**src/core/rerc_pkg.sv**
```systemverilog
// Constants shared by the real-time counter event routing register bank.
package rerc_pkg;
  localparam int unsigned NUM_MATCH = 4;
  localparam int unsigned NUM_EV = 6;
  localparam int unsigned CHANNEL_INDEX_W = 8;
  localparam int unsigned AW = 10;
  // Word indices of the registers (byte offset divided by four).
  localparam logic [AW-1:0] IDX_EV_STEP = 10'h040;
  localparam logic [AW-1:0] IDX_EV_WRAP = 10'h041;
  localparam logic [AW-1:0] IDX_EV_MATCH0 = 10'h050;
  localparam logic [AW-1:0] IDX_PUB0 = 10'h070;
  localparam logic [AW-1:0] IDX_EVENT_TASK_SHORTCUTS = 10'h080;
  localparam logic [AW-1:0] IDX_INTSET = 10'h0c1;
  localparam logic [AW-1:0] IDX_INTCLR = 10'h0c2;
  localparam logic [AW-1:0] IDX_EVENT_ROUTING_ENABLE = 10'h0d0;
  localparam logic [AW-1:0] IDX_EVTSET = 10'h0d1;
  localparam logic [AW-1:0] IDX_EVTCLR = 10'h0d2;
  localparam logic [AW-1:0] IDX_STEP1 = 10'h001;
  localparam int unsigned ADDR_LSB = 2;
  // Byte addresses, for software and the bench.
  localparam logic [31:0] OFS_PUB0 = 32'h0000_01c0;
  localparam logic [31:0] OFS_EVENT_TASK_SHORTCUTS = 32'h0000_0200;
  localparam logic [31:0] OFS_INTSET = 32'h0000_0304;
  localparam logic [31:0] OFS_INTCLR = 32'h0000_0308;
  localparam logic [31:0] OFS_EVENT_ROUTING_ENABLE = 32'h0000_0340;
  localparam logic [31:0] OFS_EVTSET = 32'h0000_0344;
  localparam logic [31:0] OFS_EVTCLR = 32'h0000_0348;
  // Field positions.
  localparam int unsigned PUB_EN_BIT = 31;
  localparam int unsigned EV_STEP = 0;
  localparam int unsigned EV_WRAP = 1;
  localparam int unsigned EV_MATCH0 = 2;
  localparam int unsigned FLAG_BIT = 0;
  // Reset values.
  localparam logic [NUM_EV-1:0] EV_RST = 6'h00;
  localparam logic [NUM_MATCH-1:0] MATCH_RST = 4'h0;
  localparam logic [CHANNEL_INDEX_W-1:0] CHANNEL_INDEX_RST = 8'h00;
  localparam logic [31:0] WORD_ZERO = 32'h0000_0000;
  // Bus encodings.
  localparam logic [1:0] HRESP_OKAY = 2'h0;
endpackage

```
**src/core/rerc_top.sv**
```systemverilog
// AHB-Lite register bank for the counter's event publishing, shortcuts and enables.
//
// Notes on behaviour
// - Each match event has a publish register with an 8-bit channel index.
// - Publish enable bit: 0 blocks, 1 publishes the match on its channel.
// - Per-match shortcut bit makes that match pulse the counter clear task.
// - All shortcuts are off after reset; the shortcut register reads zero.
// - Writing 1 to the step bit of the set register enables its interrupt.
// - Writing 1 to the wrap bit of the set register enables its interrupt.
// - Writing 1 to a match bit of the set register enables its interrupt.
// - Writing 1 to the step bit of the clear register disables its interrupt.
// - Writing 1 to the wrap bit of the clear register disables its interrupt.
// - Writing 1 to a match bit of the clear register disables its interrupt.
// - Routing register has a directly writable step routing bit.
// - Routing register has a directly writable wrap routing bit.
// - Routing register has one directly writable bit per match event.
// - The step event is raised on each counter increment.
// - The wrap event is raised on counter overflow.
// - Match event n is raised when the counter equals compare value n.
// - Routing bits are also set and cleared by writing 1 to set/clear registers.
`timescale 1ns/1ps
module rerc_top
  import rerc_pkg::*;
(
  input wire logic ref_clk_in, // 50 MHz clock.
  input wire logic sys_rst_in, // Asynchronous reset, active high.
  input wire logic hsel_in, // AHB slave select.
  input wire logic [31:0] haddr_in, // AHB address.
  input wire logic [1:0] htrans_in, // AHB transfer type.
  input wire logic hwrite_in, // AHB write.
  input wire logic [2:0] hsize_in, // AHB size, words only.
  input wire logic hready_in, // AHB bus ready.
  input wire logic [31:0] hwdata_in, // AHB write data.
  output logic [31:0] hrdata_out, // AHB read data.
  output logic hreadyout_out, // AHB slave ready.
  output logic [1:0] hresp_out, // AHB response, always OKAY.
  input wire logic counter_step_in, // Counter increment pulse.
  input wire logic counter_wrap_in, // Counter overflow pulse.
  input wire logic [NUM_MATCH-1:0] match_in, // Compare match pulses.
  output logic [NUM_MATCH-1:0] match_publish_out, // Match published pulses.
  output logic [CHANNEL_INDEX_W-1:0] match0_channel_out, // Channel of match 0.
  output logic [CHANNEL_INDEX_W-1:0] match1_channel_out, // Channel of match 1.
  output logic [CHANNEL_INDEX_W-1:0] match2_channel_out, // Channel of match 2.
  output logic [CHANNEL_INDEX_W-1:0] match3_channel_out, // Channel of match 3.
  output logic [NUM_EV-1:0] routed_event_out, // Routed event pulses.
  output logic counter_zero_task_out, // Counter clear task pulse.
  output logic irq_out // Interrupt request.
);

  logic wr_pend_q;
  logic [AW-1:0] wr_idx_q;
  logic [31:0] rdata_q;
  logic [NUM_MATCH-1:0] pub_en_q;
  logic [NUM_MATCH-1:0] pub_en_d;
  logic [CHANNEL_INDEX_W-1:0] pub_ch_q [NUM_MATCH];
  logic [CHANNEL_INDEX_W-1:0] pub_ch_d [NUM_MATCH];
  logic [NUM_MATCH-1:0] event_task_shortcuts_q;
  logic [NUM_MATCH-1:0] event_task_shortcuts_d;
  logic [NUM_EV-1:0] inten_q;
  logic [NUM_EV-1:0] inten_d;
  logic [NUM_EV-1:0] event_routing_enable_q;
  logic [NUM_EV-1:0] event_routing_enable_d;
  logic [NUM_EV-1:0] flags_q;
  logic [NUM_EV-1:0] flags_d;
  logic [NUM_EV-1:0] flag_clr;
  logic [NUM_MATCH-1:0] publish_q;
  logic [NUM_EV-1:0] routed_q;
  logic zero_task_q;
  logic irq_q;
  logic hready_q;
  logic [1:0] resp_q;

  // Address phase capture; every access completes with no wait state.
  wire addr_ok = hsel_in && hready_in && htrans_in[1];
  wire [AW-1:0] a_idx = haddr_in[AW+ADDR_LSB-1:ADDR_LSB];
  wire wr_start = addr_ok && hwrite_in;
  wire rd_start = addr_ok && !hwrite_in;

  wire [NUM_EV-1:0] wv = hwdata_in[NUM_EV-1:0];
  wire [NUM_EV-1:0] ev = {match_in, counter_wrap_in, counter_step_in};
  wire wr_event_task_shortcuts = wr_pend_q && (wr_idx_q == IDX_EVENT_TASK_SHORTCUTS);
  wire wr_intset = wr_pend_q && (wr_idx_q == IDX_INTSET);
  wire wr_intclr = wr_pend_q && (wr_idx_q == IDX_INTCLR);
  wire wr_event_routing_enable = wr_pend_q && (wr_idx_q == IDX_EVENT_ROUTING_ENABLE);
  wire wr_evtset = wr_pend_q && (wr_idx_q == IDX_EVTSET);
  wire wr_evtclr = wr_pend_q && (wr_idx_q == IDX_EVTCLR);

  assign event_task_shortcuts_d = wr_event_task_shortcuts ? hwdata_in[NUM_MATCH-1:0] : event_task_shortcuts_q;
  // One shared vector; ones set or clear, zeros leave bits alone.
  assign inten_d = (inten_q | (wr_intset ? wv : EV_RST))
    & ~(wr_intclr ? wv : EV_RST);
  assign event_routing_enable_d = ((wr_event_routing_enable ? wv : event_routing_enable_q)
    | (wr_evtset ? wv : EV_RST)) & ~(wr_evtclr ? wv : EV_RST);
  // A new event wins over a software clear in the same cycle.
  assign flags_d = (flags_q & ~flag_clr) | ev;

  genvar g;
  generate
    for (g = 0; g < NUM_EV; g++) begin : g_flag
      localparam logic [AW-1:0] FIDX = (g < EV_MATCH0) ? IDX_EV_STEP + AW'(g) :
        IDX_EV_MATCH0 + AW'(g - EV_MATCH0);
      assign flag_clr[g] = wr_pend_q && (wr_idx_q == FIDX) && !hwdata_in[FLAG_BIT];
    end
    for (g = 0; g < NUM_MATCH; g++) begin : g_pub
      wire wr_pub = wr_pend_q && (wr_idx_q == IDX_PUB0 + AW'(g));
      assign pub_en_d[g] = wr_pub ? hwdata_in[PUB_EN_BIT] : pub_en_q[g];
      assign pub_ch_d[g] = wr_pub ? hwdata_in[CHANNEL_INDEX_W-1:0] : pub_ch_q[g];
    end
  endgenerate

  // Read data uses next-state values so a read right after a write sees it.
  wire [AW-1:0] pub_off = a_idx - IDX_PUB0;
  wire rd_pub = (a_idx >= IDX_PUB0) && (pub_off < AW'(NUM_MATCH));
  wire [1:0] pub_sel = pub_off[1:0];
  wire rd_flag_step = (a_idx == IDX_EV_STEP) || (a_idx == IDX_EV_WRAP);
  wire [AW-1:0] mflag_off = a_idx - IDX_EV_MATCH0;
  wire rd_flag_match = (a_idx >= IDX_EV_MATCH0) && (mflag_off < AW'(NUM_MATCH));
  wire [2:0] flag_sel = rd_flag_step ? 3'(a_idx[0]) : 3'(mflag_off[1:0]) + 3'(EV_MATCH0);
  wire [31:0] rd_pub_word = {pub_en_d[pub_sel], 23'h000000, pub_ch_d[pub_sel]};
  wire [31:0] rd_word =
    rd_pub ? rd_pub_word :
    (rd_flag_step || rd_flag_match) ? 32'(flags_d[flag_sel]) :
    (a_idx == IDX_EVENT_TASK_SHORTCUTS) ? 32'(event_task_shortcuts_d) :
    (a_idx == IDX_INTSET || a_idx == IDX_INTCLR) ? 32'(inten_d) :
    (a_idx == IDX_EVENT_ROUTING_ENABLE || a_idx == IDX_EVTSET || a_idx == IDX_EVTCLR) ? 32'(event_routing_enable_d) :
    WORD_ZERO;

  always_ff @(posedge ref_clk_in or posedge sys_rst_in) begin
    if (sys_rst_in) begin
      wr_pend_q <= 1'b0;
      wr_idx_q <= '0;
      rdata_q <= WORD_ZERO;
    end else begin
      wr_pend_q <= wr_start;
      wr_idx_q <= wr_start ? a_idx : wr_idx_q;
      rdata_q <= rd_start ? rd_word : rdata_q;
    end
  end

  always_ff @(posedge ref_clk_in or posedge sys_rst_in) begin
    if (sys_rst_in) begin
      pub_en_q <= MATCH_RST;
      event_task_shortcuts_q <= MATCH_RST;
      inten_q <= EV_RST;
      event_routing_enable_q <= EV_RST;
      flags_q <= EV_RST;
    end else begin
      pub_en_q <= pub_en_d;
      event_task_shortcuts_q <= event_task_shortcuts_d;
      inten_q <= inten_d;
      event_routing_enable_q <= event_routing_enable_d;
      flags_q <= flags_d;
    end
  end

  always_ff @(posedge ref_clk_in or posedge sys_rst_in) begin
    if (sys_rst_in) begin
      for (int i = 0; i < NUM_MATCH; i++) begin
        pub_ch_q[i] <= CHANNEL_INDEX_RST;
      end
    end else begin
      pub_ch_q <= pub_ch_d;
    end
  end

  always_ff @(posedge ref_clk_in or posedge sys_rst_in) begin
    if (sys_rst_in) begin
      publish_q <= MATCH_RST;
      routed_q <= EV_RST;
      zero_task_q <= 1'b0;
      irq_q <= 1'b0;
    end else begin
      publish_q <= match_in & pub_en_q;
      routed_q <= ev & event_routing_enable_q;
      zero_task_q <= |(match_in & event_task_shortcuts_q);
      irq_q <= |(flags_q & inten_q);
    end
  end

  // Bus status comes from flops; the slave never stalls and never signals an error.
  always_ff @(posedge ref_clk_in or posedge sys_rst_in) begin
    if (sys_rst_in) begin
      hready_q <= 1'b1;
      resp_q <= HRESP_OKAY;
    end else begin
      hready_q <= 1'b1;
      resp_q <= HRESP_OKAY;
    end
  end

  assign hrdata_out = rdata_q;
  assign hreadyout_out = hready_q;
  assign hresp_out = resp_q;
  assign match_publish_out = publish_q;
  assign match0_channel_out = pub_ch_q[0];
  assign match1_channel_out = pub_ch_q[1];
  assign match2_channel_out = pub_ch_q[2];
  assign match3_channel_out = pub_ch_q[3];
  assign routed_event_out = routed_q;
  assign counter_zero_task_out = zero_task_q;
  assign irq_out = irq_q;
endmodule

```
**config.mk**
```make
export PLATFORM = sky130hd
export DESIGN_NAME = rerc_top
export DESIGN_NICKNAME = d
export VERILOG_FILES = /design/src/core/rerc_pkg.sv /design/src/core/rerc_top.sv
export SDC_FILE = /design/constraint.sdc
export NUM_CORES = 1
export LEC_CHECK = 0
export BUFFER_PORTS_ARGS = -buffer_cell sky130_fd_sc_hd__buf_2
export CORE_MARGIN = 1
export CORE_UTILIZATION = 54
export DETAILED_ROUTE_END_ITERATION = 8
export GPL_ROUTABILITY_DRIVEN = 0
export PLACE_DENSITY = 0.86
export SYNTH_ARGS = -nofsm -noshare
export SYNTH_HDL_FRONTEND = slang
export SYNTH_SLANG_ARGS = --single-unit
```
**constraint.sdc**
```tcl
create_clock -name ref_clk_in -period 4.7 [get_ports ref_clk_in]
set_input_delay 0.94 -clock ref_clk_in [delete_from_list [all_inputs] [get_ports ref_clk_in]]
set_output_delay 0.94 -clock ref_clk_in [all_outputs]
set_load 0.005 [all_outputs]
```
==> out/metrics.csv, run 1 <==
stage,metric,value,unit
timing,fmax,329,MHz
floorplanning,Initial Util,56.2,%
floorplanning,Core Area,7810,um^2
cts,CTS tree,built,
worst_hold_path,HP Class,reg2reg,
placed_design,hpwl dp,7880,um
cts,Clock Path Buffers,2,
timing,"Hold Vio Cnt, Final",0,
timing,Slew Limit Fails,0,
layout,post-layout util,64.2,%
layout,antenna diode count,0,
power_and_ir_drop,VDD IR-drop max,192,uV
drt,Vias,3515,
synth,Post-Syn Area,4390,um^2
timing,Worst Tran Pin Value,1.16,ns
worst_setup_path,"Req. time, crit path",4.96,ns
layout,fill cell count,595,
synth,Synth cell types,51,
timing,Fin Setup TNS,0,ns
synth,Synthesis Warnings,0,
layout,register area,2250,um^2
global_route,antenna violations before repair,0,
worst_setup_path,worst setup path class,reg2reg,
synth,ys flop type,dfrtp_1,
layout,Syn-to-layout area delta,14.1,%
power_and_ir_drop,P per Cell Area,313,nW/um^2
timing,RSZ-0062 raised after global routing,false,
cts,Clock transition at path regs,0.09,ns
drt,routed wire length,11400,um
cts,total CTS buffers,9,
synth,Synth top cells by count,"90 x dfrtp_1, 50 x nand2_1, 34 x mux2_2, 26 x buf_4, 20 x a21oi_1",
drt,1st-iter DRT viols,372,
global_route,Total GRT Usage,28.4,%
global_route,number of global-route vias before repair,3591,
floorplanning,Die ar.,8500,um^2
synth,Mapped Avg Cell Area,11.0,um^2
synth,sequential area share after synthesis,51.3,%
cts,clock sinks,90,
drt,drc violations,0,
synth,Yosys top cell by area,dfrtp_1,
power_and_ir_drop,Leak,2.56,nW
layout,area occupied by multi-input gates,1930,um^2
worst_setup_path,Critical Path Sink Type,flop,
timing,post-layout min period,3.04,ns
timing,Setup-failing EPs final,0,
layout,share of cells above drive strength 1,31.2,%
cts,Resized cells post-CTS,0,
cts,worst skew pair latency,0.36,ns
synth,synth top area cells,"dfrtp_1 51%, mux2_2 8.7%, buf_4 4.4%",
cts,Root Buffer,clkbuf_8,
cts,setup bufs post-CTS,0,
drt,ANT nets after route,0,
floorplanning,die width,92.2,um
worst_setup_path,"Critical Path, Cell by Cell",nand4bb_1 > nor4_4 > mux2_2 > mux4_2 > a32o_1,
drt,vias per cell,6.03,
worst_setup_path,Worst EP arrival,3.30,ns
synth,most frequent cell after synthesis,dfrtp_1,
cts,CTS HTree Levels,3,
floorplanning,die height,92.2,um
layout,NumNets Final,556,
flow_run,Max-Cap Viols,0,
placed_design,IO buf count,83,
drt,DRT Pass-1 Iters,5,
worst_setup_path,crit start category,flop,
drt,WL/cell,19.6,um
status,status,"finished, final reports clean",
global_route,total grt overflow,0,
synth,"FFs w/ async S/R, synth",100,%
synth,number of synthesized flops with an enable pin,0,
worst_setup_path,worst path bufs/invs,0,
floorplanning,io pins,159,
worst_setup_path,worst-path maximum fanout,9,
timing,period utilization,64.7,%
synth,synthesized instance count,399,
global_route,largest net degree at the start of global routing,64,
worst_setup_path,"CP delay by family, top",simple AND/OR/NAND/NOR gates,
synth,"FF+latch count, synth",90,
floorplanning,Core Rows,32,
synth,area share of the largest cell type after synthesis,51.3,%
global_route,first-pass GRT wire length,18300,um
cts,cts hold-fix bufs,0,
worst_setup_path,CP peak stage delay,0.90,ns
timing,Fin Clk Skew,0.0127,ns
worst_setup_path,slowest CP cell,nor4_4,
timing,Slew headroom,22.4,%
-- cell families after synthesis --
family / Yosys count / synth area share (%)
AND/OR/NAND/NOR: 128 / 16.0
flip-flops: 90 / 51.3
AO/OA/AOI/OAI: 68 / 10.1
buffers and inverters: 56 / 7.07
multiplexers: 54 / 15.2
other: 2 / 0.171
XOR/XNOR: 1 / 0.200
-- state kept, by name, indices dropped and copies added (netlist names) --
register and count:
match_publish_out 4, hrdata_out 9, match2_channel_out 8, match3_channel_out 8, inten_q 6, flags_q 6, event_routing_enable_q 6, pub_en_q 4
wr_idx_q 10, irq_out 1, wr_pend_q 1, match0_channel_out 8, counter_zero_task_out 1, match1_channel_out 8, routed_event_out 6, event_task_shortcuts_q 4
-- report_power, final --
part,switching [mW],internal [mW],total (mW)
sequential,0.0348,0.801,0.835
clock,0.281,0.301,0.581
combinational,0.0991,0.0504,0.149
-- layout make-up --
| class | instances | area share (%) |
|---|---|---|
| clock buffers | 10 | 2.55 |
| clock inverters | 6 | 1.77 |
| inverters | 12 | 0.924 |
| multi-input cells | 277 | 38.5 |
| flip-flops and latches | 90 | 44.9 |
| well taps | 102 | 2.55 |
| repair buffers | 86 | 8.74 |
-- per-stage QoR --
| step | hold WS (ns) | area (um^2) | std cells | power [mW] | setup slack, ns |
|---|---|---|---|---|---|
| 2_1_floorplan | 0.446 | 4480 | 423 | 0.948 | 1.42 |
| 3_3_place_gp | 0.466 | 4790 | 567 | 0.985 | 1.58 |
| 3_5_place_dp | 0.470 | 4790 | 567 | 0.992 | 1.48 |
| 4_1_cts | 0.486 | 5000 | 583 | 1.56 | 1.43 |
| 5_1_grt | 0.504 | 5010 | 583 | 1.61 | 1.54 |
| 6_report | 0.481 | 5010 | 583 | 1.57 | 1.66 |
-- routing by layer --
layer	wire length, um	GRT usage (%)	vias up
met3	1040	6.05	40
li1	-	-	1544
met1	4430	35.3	1723
met5	0	0	-
met2	5590	46.1	208
met4	377	15.5	0
-- path summary, 6_finish.rpt --
path	startpoint	endpoint	slack (ns)	cells after the start
worst max-delay path	wr_idx_q[8]	hrdata_out[31]	1.66	5
worst min-delay path	pub_en_q[0]	match_publish_out[0]	0.48	1
worst max register to register	wr_idx_q[8]	hrdata_out[31]	1.66	5
worst min register to register	pub_en_q[0]	match_publish_out[0]	0.48	1
max in group asynchronous	sys_rst_in	hrdata_out[6]	2.96	3
min in group asynchronous	sys_rst_in	routed_event_out[2]	0.79	2
-- cells in the final DEF, fill, tap and decap left out, drive strengths merged, types with 10 or more instances in the layout --
| cell | count |
|---|---|
| and2 | 11 |
| o21ai | 11 |
| buf | 86 |
| clkbuf | 10 |
| a21oi | 20 |
| mux2 | 40 |
| nand2 | 50 |
| dfrtp | 90 |
| nor2 | 14 |
| conb | 26 |
Power figures use the tool's default switching activity.
==> run 2, diff against run 1 <==
- CORE_UTILIZATION: 54 -> 45
- PLACE_DENSITY: 0.86 -> 0.77
- clock period: 4.7 -> 2.5 ns (I/O delays scaled with it)
==> run 2 against run 1 <==
  * The run now ends with setup timing left
  * Clock power increased by 88%
  * Critical path depth increased by 1
  * Critical path type unchanged
  * Die area increased by 20%
  * Largest cell class unchanged
  * Flip-flop and latch count unchanged
  * Wire length increased by 3.2%
  * Clock skew decreased by 0.0062 ns
  * Setup slack got worse by 1.7 ns
  * Via count increased by 3.7%
==> out/metrics.csv, run 2 (synthesis gave the netlist of run 1 again) <==
stage,metric,value,unit,change
status,status,"complete, but fails checks",,"was finished, final reports clean"
status,failing checks,setup timing,,
floorplanning,Die ar.,10200,um^2,was 8500 um^2
layout,fill cell count,757,,was 595
worst_setup_path,R2R Path End,hrdata_out[6],,was hrdata_out[31]
cts,Root Buffer,clkbuf_8,,unchanged
worst_setup_path,slowest CP cell,or4b_4,,was nor4_4
timing,Slew Limit Fails,0,,unchanged
timing,Fin Clk Skew,0.00658,ns,was 0.0127 ns
layout,antenna diode count,0,,unchanged
global_route,largest net degree at the start of global routing,59,,was 64
drt,DRT Pass-1 Iters,5,,unchanged
worst_setup_path,Critical Path Sink Type,flop,,unchanged
timing,final setup margin,-0.0539,ns,was 1.66 ns
layout,area occupied by multi-input gates,2050,um^2,was 1930 um^2
drt,routed wire length,11800,um,was 11400 um
worst_setup_path,worst path bufs/invs,1,,was 0
cts,Clock transition at path regs,0.09,ns,about the same
timing,Setup-failing EPs final,4,,was 0
floorplanning,Initial Util,47.1,%,was 56.2%
cts,Clock Path Buffers,2,,unchanged
worst_setup_path,CP peak stage delay,0.58,ns,was 0.90 ns
cts,CTS HTree Levels,3,,unchanged
global_route,number of global-route vias before repair,3532,,was 3591
placed_design,IO buf count,83,,unchanged
floorplanning,Core Area,9330,um^2,was 7810 um^2
layout,Largest Register,wr_idx_q,,unchanged
layout,NumNets Final,599,,was 556
floorplanning,io pins,159,,unchanged
layout,Non-Filler Instances,653,,was 583
placed_design,# placed instances,632,,was 567
layout,"commonest cells after routing, fill and taps aside","89 x dfrtp_1, 83 x buf_2, 50 x nand2_1, 41 x buf_4, 27 x mux2_2",,"was 90 x dfrtp_1, 83 x buf_2, 50 x nand2_1, 34 x mux2_2, 26 x conb_1"
cts,cts hold-fix bufs,0,,unchanged
placed_design,worst slack at placement,-0.139,ns,was 1.48 ns
layout,final instance area,5520,um^2,was 5010 um^2
worst_setup_path,Reg-to-Reg Start,wr_idx_q[0],,was wr_idx_q[8]
layout,register area,2250,um^2,about the same
layout,Largest register FFs,10,,unchanged
floorplanning,Core Rows,35,,was 32
floorplanning,die width,101,um,was 92.2 um
placed_design,DP Area,5140,um^2,was 4790 um^2
power_and_ir_drop,P per Cell Area,556,nW/um^2,was 313 nW/um^2
drt,1st-iter DRT viols,375,,was 372
power_and_ir_drop,Leak,2.82,nW,was 2.56 nW
drt,ANT nets after route,0,,unchanged
worst_setup_path,"Req. time, crit path",2.76,ns,was 4.96 ns
worst_setup_path,worst reg2reg path depth,6,,was 5
worst_hold_path,HP Class,in2async,,was reg2reg
timing,fmax,392,MHz,was 329 MHz
timing,post-layout min period,2.55,ns,was 3.04 ns
layout,"commonest non-fill, non-tap cell in the layout",dfrtp_1,,unchanged
flow_run,Max-Cap Viols,0,,unchanged
worst_setup_path,"Critical Path, Cell by Cell",or4b_4 > nor3_4 > buf_6 > mux2_4 > mux4_2 > a32o_1,,was nand4bb_1 > nor4_4 > mux2_2 > mux4_2 > a32o_1
timing,RSZ-0062 raised after global routing,true,,was false
global_route,total grt overflow,0,,unchanged
timing,Fin Setup TNS,-0.127,ns,was 0 ns
drt,WL/cell,18.1,um,was 19.6 um
worst_setup_path,reg2reg setup slack,-0.05,ns,was 1.66 ns
worst_setup_path,worst-path maximum fanout,6,,was 9
power_and_ir_drop,VDD IR-drop max,331,uV,was 192 uV
drt,vias per cell,5.58,,was 6.03
global_route,first-pass GRT wire length,18900,um,was 18300 um
placed_design,hpwl dp,8730,um,was 7880 um
global_route,antenna violations before repair,0,,unchanged
drt,drc violations,0,,unchanged
cts,CTS tree,built,,unchanged
worst_setup_path,"CP delay by family, top",simple AND/OR/NAND/NOR gates,,unchanged
layout,Syn-to-layout area delta,25.7,%,was 14.1%
cts,total CTS buffers,9,,unchanged
cts,worst skew pair latency,0.36,ns,about the same
floorplanning,die height,101,um,was 92.2 um
worst_setup_path,crit start category,flop,,unchanged
global_route,Total GRT Usage,24.7,%,was 28.4%
worst_setup_path,Worst EP arrival,2.81,ns,was 3.30 ns
layout,share of cells above drive strength 1,39.1,%,was 31.2%
worst_setup_path,worst setup path class,reg2reg,,unchanged
timing,"Hold Vio Cnt, Final",0,,unchanged
cts,clock sinks,90,,unchanged
drt,Vias,3645,,was 3515
timing,period utilization,102,%,was 64.7%
-- run 2: cell count changes in the layout (fill, tap and decap cells not counted), sizes merged --
cell    previous run  this run
buf               86       129
clkbuf            10         9
clkinv             5         6
-- run 2: worst max path at each step --
stage / start / cells after the start / to / slack, ns
5_1_grt: wr_idx_q[0] / 6 / hrdata_out[7] / -0.09
4_1_cts: wr_idx_q[0] / 6 / hrdata_out[6] / -0.08
3_5_place_dp: wr_idx_q[1] / 6 / hrdata_out[6] / -0.14
3_3_place_gp: wr_idx_q[1] / 6 / hrdata_out[7] / -0.12
2_1_floorplan: wr_idx_q[1] / 6 / hrdata_out[6] / 0.008
6_report: wr_idx_q[0] / 6 / hrdata_out[6] / -0.05
-- run 2: final cells by class --
cell class,instances,share of cell area (%)
sequential,90,40.8
multi-input combinational,277,37.2
timing repair buffer,129,14.3
tap,129,2.93
clock buffer,9,2.24
clock inverter,7,1.66
inverter,12,0.884
-- run 2: through the flow --
stage / hold slack (ns) / utilization, % / total power, mW
floorplan: 0.446 / - / 1.79
global placement: 0.461 / 55.1 / 1.94
detailed placement: 0.463 / 55.1 / 1.96
CTS: 0.153 / 58.8 / 3.06
global route: 0.174 / 59.2 / 3.18
finish: 0.134 / 59.2 / 3.07
-- run 2: repair_timing --
action,CTS,global route
pin swaps,9,5
endpoints found under the setup margin,7,7
setup buffers,5,1
resized for setup,21,6
-- run 2: layer usage --
| metal | track usage, % | vias up | routed length, um |
|---|---|---|---|
| met5 | 0 | - | 0 |
| met1 | 32.8 | 1807 | 4990 |
| li1 | - | 1625 | - |
| met2 | 40.1 | 177 | 5720 |
| met3 | 3.81 | 36 | 799 |
| met4 | 11.5 | 0 | 305 |
-- run 2: worst register-to-register path, delay by kind of cell, from the launching register on --
family | cells | cell delay [ns]
AO/OA/AOI/OAI | 1 | 0.23
buffers and inverters | 1 | 0.19
flip-flops | 1 | 0.44
multiplexers | 2 | 0.78
AND/OR/NAND/NOR | 2 | 0.82
-- run 2: report_power, final --
part | switching, mW | leakage (nW) | internal, mW
Combinational | 0.243 | 1.51 | 0.186
Clock | 0.528 | 0.109 | 0.561
Sequential | 0.0427 | 1.20 | 1.51
Total | 0.814 | 2.82 | 2.25
==> run 3, diff against run 2 <==
- MAX_ROUTING_LAYER: unset -> met4
==> run 3 against run 2 <==
  * The flow still finishes with violations (setup timing)
  * Register-to-register slack barely moved
  * Flip-flop and latch count did not move
  * Combinational power barely moved
  * Final area barely moved
  * Power fell by 0.16%
  * Global-route usage rose by 0.83 points
  * Utilization barely moved
  * Non-clock buffer count did not move
  * Highest routed layer unchanged
==> out/metrics.csv, run 3 (synthesis gave the netlist of run 1 again) <==
stage,metric,value,unit,change
status,status,"complete, but fails checks",,unchanged
status,failing checks,setup timing,,unchanged
drt,Vias,3623,,was 3645
layout,Largest Register,wr_idx_q,,unchanged
cts,CTS HTree Levels,3,,unchanged
worst_setup_path,worst-path maximum fanout,6,,unchanged
worst_hold_path,HP Class,in2async,,unchanged
global_route,first-pass GRT wire length,18900,um,about the same
placed_design,IO buf count,83,,unchanged
floorplanning,Core Rows,35,,unchanged
cts,total CTS buffers,9,,unchanged
global_route,GRT busiest layer,met2,,unchanged
worst_setup_path,"Req. time, crit path",2.76,ns,about the same
drt,DRT Pass-1 Iters,7,,was 5
timing,Fin Clk Skew,0.00701,ns,was 0.00658 ns
floorplanning,Initial Util,47.1,%,unchanged
cts,Clock Path Buffers,2,,unchanged
layout,share of cells above drive strength 1,39.1,%,unchanged
power_and_ir_drop,VDD IR-drop max,333,uV,was 331 uV
drt,vias per cell,5.55,,was 5.58
timing,RSZ-0062 raised after global routing,true,,unchanged
drt,WL/cell,18.1,um,about the same
placed_design,hpwl dp,8730,um,unchanged
drt,1st-iter DRT viols,352,,was 375
cts,cts hold-fix bufs,0,,unchanged
global_route,met1 usage,32.8,%,about the same
placed_design,# placed instances,632,,unchanged
worst_setup_path,CP peak stage delay,0.58,ns,about the same
timing,post-layout min period,2.56,ns,was 2.55 ns
global_route,met2 Use GR,39.8,%,was 40.1%
layout,Non-Filler Instances,653,,unchanged
timing,Setup-failing EPs final,5,,was 4
worst_setup_path,"Critical Path, Cell by Cell",or4b_4 > nor3_4 > buf_6 > mux2_4 > mux4_2 > a32o_1,,unchanged
floorplanning,Die ar.,10200,um^2,unchanged
global_route,antenna violations before repair,0,,unchanged
global_route,M3 GR Usage,4.09,%,was 3.81%
worst_setup_path,crit start category,flop,,unchanged
layout,final instance area,5510,um^2,was 5520 um^2
floorplanning,Core Area,9330,um^2,unchanged
drt,drc violations,0,,unchanged
layout,"commonest cells after routing, fill and taps aside","89 x dfrtp_1, 83 x buf_2, 50 x nand2_1, 42 x buf_4, 27 x mux2_2",,"was 89 x dfrtp_1, 83 x buf_2, 50 x nand2_1, 41 x buf_4, 27 x mux2_2"
cts,Root Buffer,clkbuf_8,,unchanged
timing,period utilization,102,%,about the same
layout,Syn-to-layout area delta,25.6,%,was 25.7%
worst_setup_path,worst setup path class,reg2reg,,unchanged
layout,"commonest non-fill, non-tap cell in the layout",dfrtp_1,,unchanged
layout,antenna diode count,0,,unchanged
worst_setup_path,slowest CP cell,or4b_4,,unchanged
global_route,total grt overflow,0,,unchanged
floorplanning,die height,101,um,unchanged
power_and_ir_drop,Leak,2.82,nW,about the same
layout,Largest register FFs,10,,unchanged
timing,Slew Limit Fails,0,,unchanged
cts,Clock transition at path regs,0.09,ns,about the same
floorplanning,io pins,159,,unchanged
global_route,number of global-route vias before repair,3550,,was 3532
floorplanning,die width,101,um,unchanged
timing,final setup margin,-0.0596,ns,was -0.0539 ns
power_and_ir_drop,P per Cell Area,555,nW/um^2,was 556 nW/um^2
worst_setup_path,Worst EP arrival,2.82,ns,was 2.81 ns
layout,NumNets Final,599,,unchanged
drt,routed wire length,11800,um,about the same
timing,fmax,391,MHz,was 392 MHz
global_route,largest net degree at the start of global routing,59,,unchanged
global_route,Total GRT Usage,25.5,%,was 24.7%
cts,clock sinks,90,,unchanged
placed_design,DP Area,5140,um^2,unchanged
cts,worst skew pair latency,0.36,ns,about the same
flow_run,Max-Cap Viols,0,,unchanged
cts,CTS tree,built,,unchanged
worst_setup_path,Critical Path Sink Type,flop,,unchanged
drt,ANT nets after route,0,,unchanged
timing,"Hold Vio Cnt, Final",0,,unchanged
[run 3: final timing paths]
kind                       slack (ns)  depth (start not counted)                   to                      start
max in group asynchronous        1.75                          3        hrdata_out[5]                 sys_rst_in
min in group ref_clk_in          0.37                          2           flags_q[1]            counter_wrap_in
min reg2reg                      0.49                          1  routed_event_out[0]  event_routing_enable_q[0]
min                              0.14                          2  routed_event_out[0]                 sys_rst_in
max                             -0.06                          6        hrdata_out[6]                wr_idx_q[0]
max reg2reg                     -0.06                          6        hrdata_out[6]                wr_idx_q[0]
[run 3: layout make-up]
type                    instances  area, um^2
clock buffers                   9         124
clock inverters                 7        91.3
fillers                       759        3810
inverters                      12        48.8
multi-input cells             277        2050
flip-flops and latches         90        2250
well taps                     129         161
repair buffers                129         785
[run 3: metal layers]
layer  part of all wire (%)  routed length, um  up-vias
li1                       -                  -     1628
met3                    6.3                745       28
met2                     48               5680      185
met1                     43               5080     1782
met5                      0                  0        -
met4                    2.5                299        0
[run 3: repair_timing]
item / in CTS / in global routing
endpoints found under the setup margin: 7 / 7
hold endpoints to repair: 0 / 0
setup buffers: 5 / 1
pin swaps: 9 / 5
gates resized for setup: 21 / 4
[run 3: worst max-delay path: cells and delay by family, from the launching register on]
kind | cells | cell delay, ns
AO/OA/AOI/OAI | 1 | 0.23
AND/OR/NAND/NOR | 2 | 0.82
buffers and inverters | 1 | 0.19
flip-flops | 1 | 0.44
multiplexers | 2 | 0.78
[run 3: through the flow]
step           total power, mW  util, %  hold WS (ns)  TNS (ns)  setup slack (ns)
6_report                  3.06     59.1         0.137    -0.165           -0.0596
2_1_floorplan             1.79        -         0.446         0           0.00840
3_3_place_gp              1.94     55.1         0.461    -0.467            -0.117
5_1_grt                   3.18     59.1         0.174    -0.540           -0.0941
4_1_cts                   3.06     58.8         0.153    -0.340           -0.0837
3_5_place_dp              1.96     55.1         0.463    -0.559            -0.139
[run 3: power by group]
group	total, mW	internal [mW]	switching, mW
Clock	1.09	0.561	0.524
Sequential	1.55	1.51	0.0431
Combinational	0.428	0.186	0.242
Total	3.06	2.25	0.809
